$ cat src/cbpm_regs.svh
// Register offsets, field positions, codes and reset values of the bridge power logic.
// Assumes configuration offsets are byte addresses of aligned doublewords.
`ifndef CBPM_REGS_SVH
`define CBPM_REGS_SVH

`define CBPM_OFF_CMD_STS 8'h04
`define CBPM_OFF_CAP_PTR 8'h14
`define CBPM_OFF_PM_HDR 8'hA0
`define CBPM_OFF_PM_CSR 8'hA4
`define CBPM_OFF_GPE_STS 8'hA8
`define CBPM_OFF_GPE_EN 8'hAA

`define CBPM_CAP_LIST_BIT 20
`define CBPM_CAP_ID 8'h01
`define CBPM_CAP_NEXT 8'h00
`define CBPM_PME_EN_BIT 8
`define CBPM_PME_STS_BIT 15

`define CBPM_PWR_D0 2'h0
`define CBPM_PWR_D1 2'h1
`define CBPM_PWR_D2 2'h2
`define CBPM_PWR_D3HOT 2'h3

`define CBPM_SYNC_W 6
`define CBPM_SYNC_RST 6'h2F
`define CBPM_SI_SUSPEND 0
`define CBPM_SI_BUS_RST 1
`define CBPM_SI_GLB_RST 2
`define CBPM_SI_GNT 3
`define CBPM_SI_CSTSCHG 4
`define CBPM_SI_RING 5

`endif

$ cat src/cbpm_pkg.sv
// Types shared by the bridge power logic.
// Assumes the register header is on the include path.
`include "cbpm_regs.svh"
package cbpm_pkg;
    typedef enum logic [1:0] {
        PWR_D0 = `CBPM_PWR_D0,
        PWR_D1 = `CBPM_PWR_D1,
        PWR_D2 = `CBPM_PWR_D2,
        PWR_D3HOT = `CBPM_PWR_D3HOT
    } cbpm_pwr_t;
    typedef enum logic {DS_UNINIT, DS_ACTIVE} cbpm_phase_t;
endpackage

$ cat src/cbpm_gpe_cells.sv
// General-purpose event status and enable cells, one per event bit.
// Assumes set pulses and writes come from the same clock as the cells.
module cbpm_gpe_cells #(
    parameter int WIDTH = 16
) (
    // Clock and reset
    input wire logic clk,
    input wire logic rst,
    input wire logic clear,
    // Events and writes
    input wire logic [WIDTH-1:0] set_in,
    input wire logic [WIDTH-1:0] w1c_in,
    input wire logic en_we,
    input wire logic [WIDTH-1:0] en_wdata,
    // State
    output logic [WIDTH-1:0] status_r,
    output logic [WIDTH-1:0] enable_r,
    output logic event_out
);
    logic [WIDTH-1:0] status_nxt;
    logic [WIDTH-1:0] enable_nxt;

    if (WIDTH < 1 || WIDTH > 16) begin : g_bad_width
        $error("cbpm_gpe_cells: WIDTH must be 1 to 16");
    end

    // A clear in the same cycle as a set wins, so that event is lost.
    for (genvar i = 0; i < WIDTH; i++) begin : g_cell
        always_comb begin
            if (clear) begin
                status_nxt[i] = 1'b0;
                enable_nxt[i] = 1'b0;
            end else begin
                status_nxt[i] = set_in[i] | (status_r[i] & ~w1c_in[i]);
                enable_nxt[i] = en_we ? en_wdata[i] : enable_r[i];
            end
        end
    end

    always_ff @(posedge clk or posedge rst) begin
        if (rst) begin
            status_r <= '0;
            enable_r <= '0;
        end else begin
            status_r <= status_nxt;
            enable_r <= enable_nxt;
        end
    end

    assign event_out = |(status_r & enable_r);
endmodule

$ cat src/cbpm_power_mgmt.sv
// Power-management logic of a bus-to-card bridge: suspend gating, ring routing,
// power states, capability registers, wake context and event cells.
// Assumes all pins but the clock are asynchronous and config accesses are one-cycle strobes.
`include "cbpm_regs.svh"

// Summary of operation
// - Suspend blocks bus reset and global reset so registers survive.
// - Suspend stops the internal clock unless a granted transaction runs.
// - While suspended all bus outputs are released to high impedance.
// - Status change and ring paths need no clock; serial interrupts restart it.
// - Pins and ring output keep working in suspend unless disabled.
// - Ring output fires on modem ring or card status change wake.
// - Modem ring passes only with its enable and a powered 16-bit card.
// - Card wake uses the status change mask as its enable.
// - Ring goes to shared pin or pin two or four when enabled.
// - Select zero shares the pin; ring beats wake when both enabled.
// - Before initialisation no wake event and no card interrupt are raised; status change interrupts still pass.
// - Both space enables set move the device to active.
// - Bus reset release re-enters uninitialised; global reset forces it at once.
// - The two-bit power field codes only D0, D1, D2 and D3hot.
// - Status capability flag reads one.
// - Capability pointer sits at offset 14h.
// - Capability block starts with ID 01h and a zero next pointer.
// - Header at A0h, control and status with extensions at A4h.
// - With wake enabled bus reset keeps wake context, otherwise clears it.
// - Event status at A8h, enables at AAh; enabled status raises an event.
// - Wake enable is bit 8 of the power control and status register.
module cbpm_power_mgmt import cbpm_pkg::*; #(
    parameter logic [15:0] PM_CAPS = 16'h0002,
    parameter int OE_W = 4,
    parameter int GPE_W = 16
) (
    // Clock and power-on reset
    input wire logic clk,
    input wire logic rst,
    // Power and bus pins
    input wire logic suspend_n,
    input wire logic bus_reset_input_n,
    input wire logic global_reset_input_n,
    input wire logic gnt_n,
    // Configuration access
    input wire logic cfg_wr,
    input wire logic cfg_rd,
    input wire logic [7:0] cfg_addr,
    input wire logic [3:0] cfg_be,
    input wire logic [31:0] cfg_wdata,
    output logic [31:0] cfg_rdata_r,
    // Command and card control bits held elsewhere
    input wire logic cmd_io_en,
    input wire logic cmd_mem_en,
    input wire logic ring_pass_enable,
    input wire logic status_change_mask,
    input wire logic ring_output_enable,
    input wire logic ring_pin_select,
    input wire logic ring_to_pin_four,
    // Card side
    input wire logic card16_powered,
    input wire logic card_ring_indicate_n,
    input wire logic cardbus_wake,
    input wire logic card_csc_in,
    input wire logic csc_serial_mode,
    input wire logic card_irq_in,
    input wire logic [GPE_W-1:0] gpe_set_in,
    // Bus output enables from the bus interface core
    input wire logic [OE_W-1:0] core_oe,
    output logic [OE_W-1:0] pin_oe,
    // Clock control and events
    output logic pclk_run,
    output logic csc_irq_out,
    output logic irq_out,
    output logic gpe_event,
    // Ring and wake pins
    output logic ring_pme_pin,
    output logic multipurpose_pin_two,
    output logic multipurpose_pin_four
);
    localparam int SW = `CBPM_SYNC_W;

    logic [SW-1:0] pins;
    logic [SW-1:0] s1_r, s2_r, s3_r, flt_r, dly_r;
    logic [SW-1:0] s1_nxt, s2_nxt, s3_nxt, flt_nxt, dly_nxt;
    logic suspended, bus_reset_input_eff, global_reset_input_eff, bus_reset_input_q_r, bus_reset_input_q_nxt;
    cbpm_phase_t phase_r, phase_nxt;
    cbpm_pwr_t power_state_field_r, power_state_field_nxt;
    logic wake_event_enable_r, wake_event_enable_nxt;
    logic pme_status_r, pme_status_nxt;
    logic wake_evt, ctx_clear, acc_ok, wr_csr, wr_gpe;
    logic ring_16, ring_cb, ring_active, pme_active;
    logic [31:0] rdata_nxt;
    logic [15:0] pm_csr;
    logic [GPE_W-1:0] gpe_status, gpe_enable, gpe_w1c;
    logic [15:0] lane_mask;
    logic gpe_raw;

    if (OE_W < 1 || GPE_W < 1 || GPE_W > 16) begin : g_bad_param
        $error("cbpm_power_mgmt: OE_W must be at least 1 and GPE_W 1 to 16");
    end

    // Pins cross through three stages; a level counts once stages two and three agree.
    assign pins = {card_ring_indicate_n, cardbus_wake, gnt_n,
                   global_reset_input_n, bus_reset_input_n, suspend_n};
    for (genvar i = 0; i < SW; i++) begin : g_sync
        always_comb begin
            s1_nxt[i] = pins[i];
            s2_nxt[i] = s1_r[i];
            s3_nxt[i] = s2_r[i];
            flt_nxt[i] = (s2_r[i] == s3_r[i]) ? s2_r[i] : flt_r[i];
            dly_nxt[i] = flt_r[i];
        end
    end

    always_ff @(posedge clk or posedge rst) begin
        if (rst) begin
            s1_r <= `CBPM_SYNC_RST;
            s2_r <= `CBPM_SYNC_RST;
            s3_r <= `CBPM_SYNC_RST;
            flt_r <= `CBPM_SYNC_RST;
            dly_r <= `CBPM_SYNC_RST;
        end else begin
            s1_r <= s1_nxt;
            s2_r <= s2_nxt;
            s3_r <= s3_nxt;
            flt_r <= flt_nxt;
            dly_r <= dly_nxt;
        end
    end

    assign suspended = ~flt_r[`CBPM_SI_SUSPEND];
    assign bus_reset_input_eff = ~flt_r[`CBPM_SI_BUS_RST] & ~suspended;
    assign global_reset_input_eff = ~flt_r[`CBPM_SI_GLB_RST] & ~suspended;

    // The bus floats in suspend, so the device cannot be addressed then.
    assign pin_oe = core_oe & {OE_W{~suspended}};
    // A serial interrupt frame needs a running clock to carry a pending status change.
    assign pclk_run = ~suspended | ~flt_r[`CBPM_SI_GNT]
                      | (csc_serial_mode & card_csc_in);
    assign csc_irq_out = card_csc_in;

    // Ring paths are combinational from the pins so they work with the clock stopped.
    assign ring_16 = card16_powered & ring_pass_enable & ~card_ring_indicate_n;
    assign ring_cb = status_change_mask & cardbus_wake;
    assign ring_active = ring_output_enable & (ring_16 | ring_cb);
    assign pme_active = wake_event_enable_r & pme_status_r & (phase_r != DS_UNINIT);
    // With a shared pin the ring function owns it whenever it is enabled.
    assign ring_pme_pin = (!ring_pin_select && ring_output_enable) ? ring_active
                          : pme_active;
    assign multipurpose_pin_two = ring_pin_select & ~ring_to_pin_four & ring_active;
    assign multipurpose_pin_four = ring_pin_select & ring_to_pin_four & ring_active;
    assign irq_out = card_irq_in & (phase_r != DS_UNINIT);

    assign wake_evt = (flt_r[`CBPM_SI_CSTSCHG] & ~dly_r[`CBPM_SI_CSTSCHG])
                      | (~flt_r[`CBPM_SI_RING] & dly_r[`CBPM_SI_RING]);
    assign ctx_clear = global_reset_input_eff | (bus_reset_input_eff & ~wake_event_enable_r);
    assign acc_ok = ~suspended & ~global_reset_input_eff & ~bus_reset_input_eff;
    assign wr_csr = cfg_wr & acc_ok & (cfg_addr == `CBPM_OFF_PM_CSR);
    assign wr_gpe = cfg_wr & acc_ok & (cfg_addr == `CBPM_OFF_GPE_STS);
    assign pm_csr = {pme_status_r, 6'h00, wake_event_enable_r, 6'h00, power_state_field_r};

    always_comb begin
        phase_nxt = phase_r;
        power_state_field_nxt = power_state_field_r;
        wake_event_enable_nxt = wake_event_enable_r;
        pme_status_nxt = pme_status_r;
        bus_reset_input_q_nxt = bus_reset_input_eff;
        if (global_reset_input_eff || bus_reset_input_eff || (bus_reset_input_q_r && !bus_reset_input_eff)) begin
            phase_nxt = DS_UNINIT;
        end else if (phase_r == DS_UNINIT && cmd_io_en && cmd_mem_en) begin
            phase_nxt = DS_ACTIVE;
        end
        if (global_reset_input_eff || bus_reset_input_eff) begin
            power_state_field_nxt = PWR_D0;
        end else if (wr_csr && cfg_be[0]) begin
            power_state_field_nxt = cbpm_pwr_t'(cfg_wdata[1:0]);
        end
        if (ctx_clear) begin
            wake_event_enable_nxt = 1'b0;
            pme_status_nxt = 1'b0;
        end else begin
            if (wr_csr && cfg_be[1]) begin
                wake_event_enable_nxt = cfg_wdata[`CBPM_PME_EN_BIT];
            end
            if (wake_evt) begin
                pme_status_nxt = 1'b1;
            end else if (wr_csr && cfg_be[1] && cfg_wdata[`CBPM_PME_STS_BIT]) begin
                pme_status_nxt = 1'b0;
            end
        end
    end

    always_ff @(posedge clk or posedge rst) begin
        if (rst) begin
            phase_r <= DS_UNINIT;
            power_state_field_r <= PWR_D0;
            wake_event_enable_r <= 1'b0;
            pme_status_r <= 1'b0;
            bus_reset_input_q_r <= 1'b0;
        end else begin
            phase_r <= phase_nxt;
            power_state_field_r <= power_state_field_nxt;
            wake_event_enable_r <= wake_event_enable_nxt;
            pme_status_r <= pme_status_nxt;
            bus_reset_input_q_r <= bus_reset_input_q_nxt;
        end
    end

    // Status bits clear on a written one; enables take the upper half of the doubleword.
    assign lane_mask = {{8{cfg_be[1]}}, {8{cfg_be[0]}}};
    assign gpe_w1c = wr_gpe ? (cfg_wdata[GPE_W-1:0] & lane_mask[GPE_W-1:0]) : '0;

    cbpm_gpe_cells #(.WIDTH(GPE_W)) u_gpe (
        .clk(clk),
        .rst(rst),
        .clear(global_reset_input_eff),
        .set_in(gpe_set_in),
        .w1c_in(gpe_w1c),
        .en_we(wr_gpe && cfg_be[2] && cfg_be[3]),
        .en_wdata(cfg_wdata[16 +: GPE_W]),
        .status_r(gpe_status),
        .enable_r(gpe_enable),
        .event_out(gpe_raw)
    );
    assign gpe_event = gpe_raw & (phase_r != DS_UNINIT);

    always_comb begin
        rdata_nxt = cfg_rdata_r;
        if (cfg_rd && !suspended) begin
            rdata_nxt = 32'h0000_0000;
            case (cfg_addr)
                `CBPM_OFF_CMD_STS: rdata_nxt[`CBPM_CAP_LIST_BIT] = 1'b1;
                `CBPM_OFF_CAP_PTR: rdata_nxt[7:0] = `CBPM_OFF_PM_HDR;
                `CBPM_OFF_PM_HDR: rdata_nxt = {PM_CAPS, `CBPM_CAP_NEXT, `CBPM_CAP_ID};
                `CBPM_OFF_PM_CSR: rdata_nxt = {16'h0000, pm_csr};
                `CBPM_OFF_GPE_STS: begin
                    rdata_nxt[GPE_W-1:0] = gpe_status;
                    rdata_nxt[16 +: GPE_W] = gpe_enable;
                end
                default: rdata_nxt = 32'h0000_0000;
            endcase
        end
    end

    always_ff @(posedge clk or posedge rst) begin
        if (rst) begin
            cfg_rdata_r <= 32'h0000_0000;
        end else begin
            cfg_rdata_r <= rdata_nxt;
        end
    end

    function automatic logic ring_pme_pin_pme();
        return pme_active | irq_out | gpe_event;
    endfunction
endmodule

$ cat config.mk
export PLATFORM = sky130hd
export DESIGN_NAME = cbpm_power_mgmt
export DESIGN_NICKNAME = d
export VERILOG_FILES = /design/src/cbpm_pkg.sv /design/src/cbpm_gpe_cells.sv /design/src/cbpm_power_mgmt.sv
export VERILOG_INCLUDE_DIRS = /design/src /design/src/src
export SDC_FILE = /design/constraint.sdc
export NUM_CORES = 1
export LEC_CHECK = 0
export BUFFER_PORTS_ARGS = -buffer_cell sky130_fd_sc_hd__buf_2
export CAP_MARGIN = 20
export CORE_ASPECT_RATIO = 0.9
export CORE_MARGIN = 8
export CORE_UTILIZATION = 35
export CTS_CLUSTER_SIZE = 40
export DETAILED_ROUTE_END_ITERATION = 7
export PLACE_DENSITY_LB_ADDON = 0.25
export SLEW_MARGIN = 40
export SYNTH_ARGS = -nofsm -noshare
export SYNTH_HDL_FRONTEND = slang
export SYNTH_SLANG_ARGS = --single-unit
$ cat constraint.sdc
create_clock -name clk -period 4.7 [get_ports clk]
set_input_delay 0.94 -clock clk [delete_from_list [all_inputs] [get_ports clk]]
set_output_delay 0.94 -clock clk [all_outputs]
set_load 0.01 [all_outputs]
==> results_tabular.tex <==
\begin{tabular}{lr}
\hline
Metric & Value \\
\hline
\multicolumn{2}{l}{\textbf{Synthesis}} \\
\quad Syn\_nets & 418 \\
\quad Yosys warns & 0 \\
\quad Per-instance average area after synthesis & 11.5 um2 \\
\quad Area fraction of the dominant cell type after synthesis & 48.8\% \\
\quad Synth top cells by count & sky130\_fd\_sc\_hd\_\_dfrtp\_1, sky130\_fd\_sc\_hd\_\_nand2\_1, sky130\_fd\_sc\_hd\_\_o21ai\_0 \\
\quad Main synth FF type & sky130\_fd\_sc\_hd\_\_dfrtp\_1 \\
\quad Count of flip-flops with a built-in enable after synthesis & 0 \\
\quad Cells after synthesis & 333 \\
\quad Synth unique cells & 40 \\
\quad Synthesis-stage register bit count & 96 \\
\quad Sequential element share of the synthesized area & 63.2\% \\
\quad Post-synthesis async set-or-reset flop share & 100\% \\
\quad Mapped cell area & 0.00384 mm2 \\
\quad Most repeated cell in the gate-level netlist after synthesis & sky130\_fd\_sc\_hd\_\_dfrtp\_1 \\
\quad Library cell occupying the most area in the post-synthesis netlist & sky130\_fd\_sc\_hd\_\_dfrtp\_1 \\
\quad Top area cells in the synthesized netlist & sky130\_fd\_sc\_hd\_\_dfrtp\_1, sky130\_fd\_sc\_hd\_\_dfstp\_2, sky130\_fd\_sc\_hd\_\_a22o\_1, sky130\_fd\_sc\_hd\_\_o21ai\_0, sky130\_fd\_sc\_hd\_\_nand2\_1 \\
\multicolumn{2}{l}{\textbf{CTS}} \\
\quad CTS max path bufs & 2 \\
\quad Number of buffers inserted by hold repair at cts & 0 \\
\quad Insertion delay of the later-clocked pin in the worst-skew pair & 0.34 ns \\
\quad CTS Root Buffer Type & sky130\_fd\_sc\_hd\_\_clkbuf\_16 \\
\quad Number of gates resized after cts & 0 \\
\quad TritonCTS clock tree & built \\
\quad Number of buffers added by the clock tree synthesis step & 9 \\
\quad Sinks on Clock Net & 96 \\
\quad Clock transition at path regs & 0.06 ns \\
\quad H-tree lvl count & 3 \\
\quad Post-CTS setup buffer count & 0 \\
\multicolumn{2}{l}{\textbf{Global route}} \\
\quad First-pass GRT wire length & 17.1 mm \\
\quad Largest net degree at the start of global routing & 67 \\
\quad Via count of the first global-routing pass & 3128 \\
\quad All-Layer GR Usage & 15.4\% \\
\quad Sum of overflow across all layers after global routing & 0 \\
\quad Initial antenna violation count & 0 \\
\multicolumn{2}{l}{\textbf{Power and ir drop}} \\
\quad Standby leakage power & 0.00241 uW \\
\quad Pwr dens & 353 mW/mm2 \\
\quad IR drop worst, VDD & 189 uV \\
\multicolumn{2}{l}{\textbf{Timing}} \\
\quad Final worst path period need & 2.75 ns \\
\quad FMAX & 364 MHz \\
\quad RSZ-0062 raised after global routing & false \\
\quad Final Hold Viols & 0 \\
\quad Count of endpoints failing setup in the final report & 0 \\
\quad Final clock period utilization by the worst path & 58.5\% \\
\quad Count of pins over their slew limit & 0 \\
\quad Least-Margin Pin Slew & 0.668 ns \\
\quad Setup TNS Final & 0 ns \\
\quad Setup clock skew after layout & 0.00770 ns \\
\quad Relative slew margins & 55.3\% \\
\multicolumn{2}{l}{\textbf{Detailed routing}} \\
\quad Routed wl met2 & 5.12 mm \\
\quad Number of vias after detailed routing & 3004 \\
\quad DRC violations left & 0 \\
\quad WL per Instance & 18.2 um \\
\quad Top Layer Used & met4 \\
\quad Total met3 wirelength after detailed routing & 798 um \\
\quad Routed metal-1 wirelength & 4.75 mm \\
\quad Total Routed Length & 10.9 mm \\
\quad Drt first pass iters & 4 \\
\quad Drt initial violations & 225 \\
\quad DR vias/cell & 5.04 \\
\quad Final ANT Viol Nets & 0 \\
\multicolumn{2}{l}{\textbf{Status}} \\
\quad Outcome & finished clean \\
\multicolumn{2}{l}{\textbf{Layout}} \\
\quad Number of standard cells in the final layout excluding fillers & 596 \\
\quad Relative area change from synthesis to final layout & 26.3\% \\
\quad NumNets Final & 543 \\
\quad Layout cell share with drive strength beyond 1 & 37.4\% \\
\quad Diodes inserted & 0 \\
\quad Layout Cell Area excl Fill & 0.00485 mm2 \\
\multicolumn{2}{l}{\textbf{Place}} \\
\quad Placed Area & 0.00459 mm2 \\
\quad Placed wire-length estimate after detailed placement & 8.14 mm \\
\quad Post-Place Cells & 580 \\
\quad Port Buffer Count & 127 \\
\quad Weighted congestion reported at the end of routability-driven placement & 0.807 \\
\multicolumn{2}{l}{\textbf{Floorplan}} \\
\quad Starting density of the core & 35.7\% \\
\quad Core box area & 0.0108 mm2 \\
\quad Placement Rows & 36 \\
\quad Number of top-level pins & 128 \\
\quad Die area & 0.0146 mm2 \\
\quad Die Y & 115 um \\
\quad Overall die width & 126 um \\
\multicolumn{2}{l}{\textbf{Critical path}} \\
\quad Critical Path Fanout Max & 3 \\
\quad Required @ worst endpoint & 3.76 ns \\
\quad Category of the worst setup path capture point & output port \\
\quad Reg2reg path depth & 3 \\
\quad Setup crit start kind & flip-flop \\
\quad Data arrival time of the critical path & 1.81 ns \\
\quad Classification of the worst setup path & reg -> out \\
\multicolumn{2}{l}{\textbf{Min path}} \\
\quad Number of stages on the worst hold path & 0 \\
\quad Hold WC Path Type & reg -> reg \\
\multicolumn{2}{l}{\textbf{Job}} \\
\quad Max\_cap viols & 0 \\
\hline
\end{tabular}
==> per-layer routing <==
| layer | up-vias | track usage, % |
|---|---|---|
| met3 | 15 | 5.42 |
| li1 | 1434 | - |
| met5 | - | 0 |
| met1 | 1463 | 19.3 |
| met2 | 92 | 23.8 |
| met4 | 0 | 6.24 |
==> power by group <==
part / internal [uW] / switching, uW
clock network: 372 / 287
registers: 876 / 38.3
logic: 58.3 / 80.8
==> final timing paths <==
kind                                    from            endpoint  slack, ns
min in group asynchronous                rst             s2_r[4]       0.67
setup / recovery           u_gpe.status_r[5]           gpe_event       1.95
hold / removal                       s1_r[1]             s2_r[1]       0.36
hold reg to reg                      s1_r[1]             s2_r[1]       0.36
max in group asynchronous                rst          dly_nxt[5]       3.19
setup reg to reg                  dly_nxt[0]  u_gpe.enable_r[13]       2.76
==> kinds of logic after synthesis <==
logic type                 after synthesis  synth area share (%)
AOI/OAI and AO/OA                      102                  17.6
DFF                                     96                  63.2
and+or+nand+nor                         89                  12.5
buffers and inverters                   37                  4.23
adders and majority gates                6                  1.56
muxes                                    3                 0.847
==> worst max-delay path, stage by stage, from the launching register on <==
cell	delay, ns
sky130_fd_sc_hd__dfrtp_1	0.44
sky130_fd_sc_hd__a22o_1	0.25
sky130_fd_sc_hd__a221oi_1	0.30
sky130_fd_sc_hd__nand3_1	0.13
sky130_fd_sc_hd__o21a_1	0.22
sky130_fd_sc_hd__buf_2	0.14
==> final cells by class <==
class | count | area, um2
fill | 1013 | 5910
timing repair buffer | 130 | 658
clock inverter | 2 | 10.0
tap | 133 | 166
sequential | 96 | 2430
multi-input combinational | 200 | 1250
clock buffer | 14 | 254
inverter | 21 | 83.8
==> cell usage in the layout (no fill, tap or decap), types with 2 or more instances in the layout <==
master / count
sky130_fd_sc_hd__buf_2: 127
sky130_fd_sc_hd__dfrtp_1: 75
sky130_fd_sc_hd__nand2_1: 47
sky130_fd_sc_hd__o21ai_0: 40
sky130_fd_sc_hd__a22o_1: 26
sky130_fd_sc_hd__dfstp_2: 21
sky130_fd_sc_hd__inv_1: 20
sky130_fd_sc_hd__a31oi_1: 15
sky130_fd_sc_hd__clkbuf_16: 9
sky130_fd_sc_hd__a22oi_1: 8
sky130_fd_sc_hd__nor2_1: 7
sky130_fd_sc_hd__and2_1: 7
sky130_fd_sc_hd__nand3_1: 6
sky130_fd_sc_hd__maj3_1: 6
sky130_fd_sc_hd__clkbuf_1: 4
sky130_fd_sc_hd__nor4b_4: 3
sky130_fd_sc_hd__and3_1: 3
sky130_fd_sc_hd__nor3_1: 3
sky130_fd_sc_hd__buf_4: 3
sky130_fd_sc_hd__nand2b_1: 2
sky130_fd_sc_hd__mux2_2: 2
sky130_fd_sc_hd__o21ai_1: 2
sky130_fd_sc_hd__nand4_1: 2
sky130_fd_sc_hd__a21oi_1: 2
sky130_fd_sc_hd__a221oi_1: 2
sky130_fd_sc_hd__clkinv_2: 2
==> flip-flops by register name, summed over array words and instances (netlist names), 2 cells and up <==
| register | count |
|---|---|
| cfg_rdata_r | 32 |
| u_gpe.enable_r | 16 |
| u_gpe.status_r | 16 |
| dly_nxt | 6 |
| s1_r | 6 |
| s2_r | 6 |
| s3_r | 6 |
| dly_r | 2 |
| power_state_field_r | 2 |
==> metrics by stage <==
stage                     power, uW  utilization [%]  setup slack [ns]  hold slack (ns)
final                          1710             45.1              1.95            0.356
after global routing           1790             45.1              1.86            0.359
after CTS                      1740             45.1              1.90            0.357
after detailed placement       1070             42.6              2.14            0.348
after global placement         1060             42.6              2.03            0.333
after floorplan                 984                -              1.29            0.331
No activity file was read; power rests on OpenSTA's default activity.
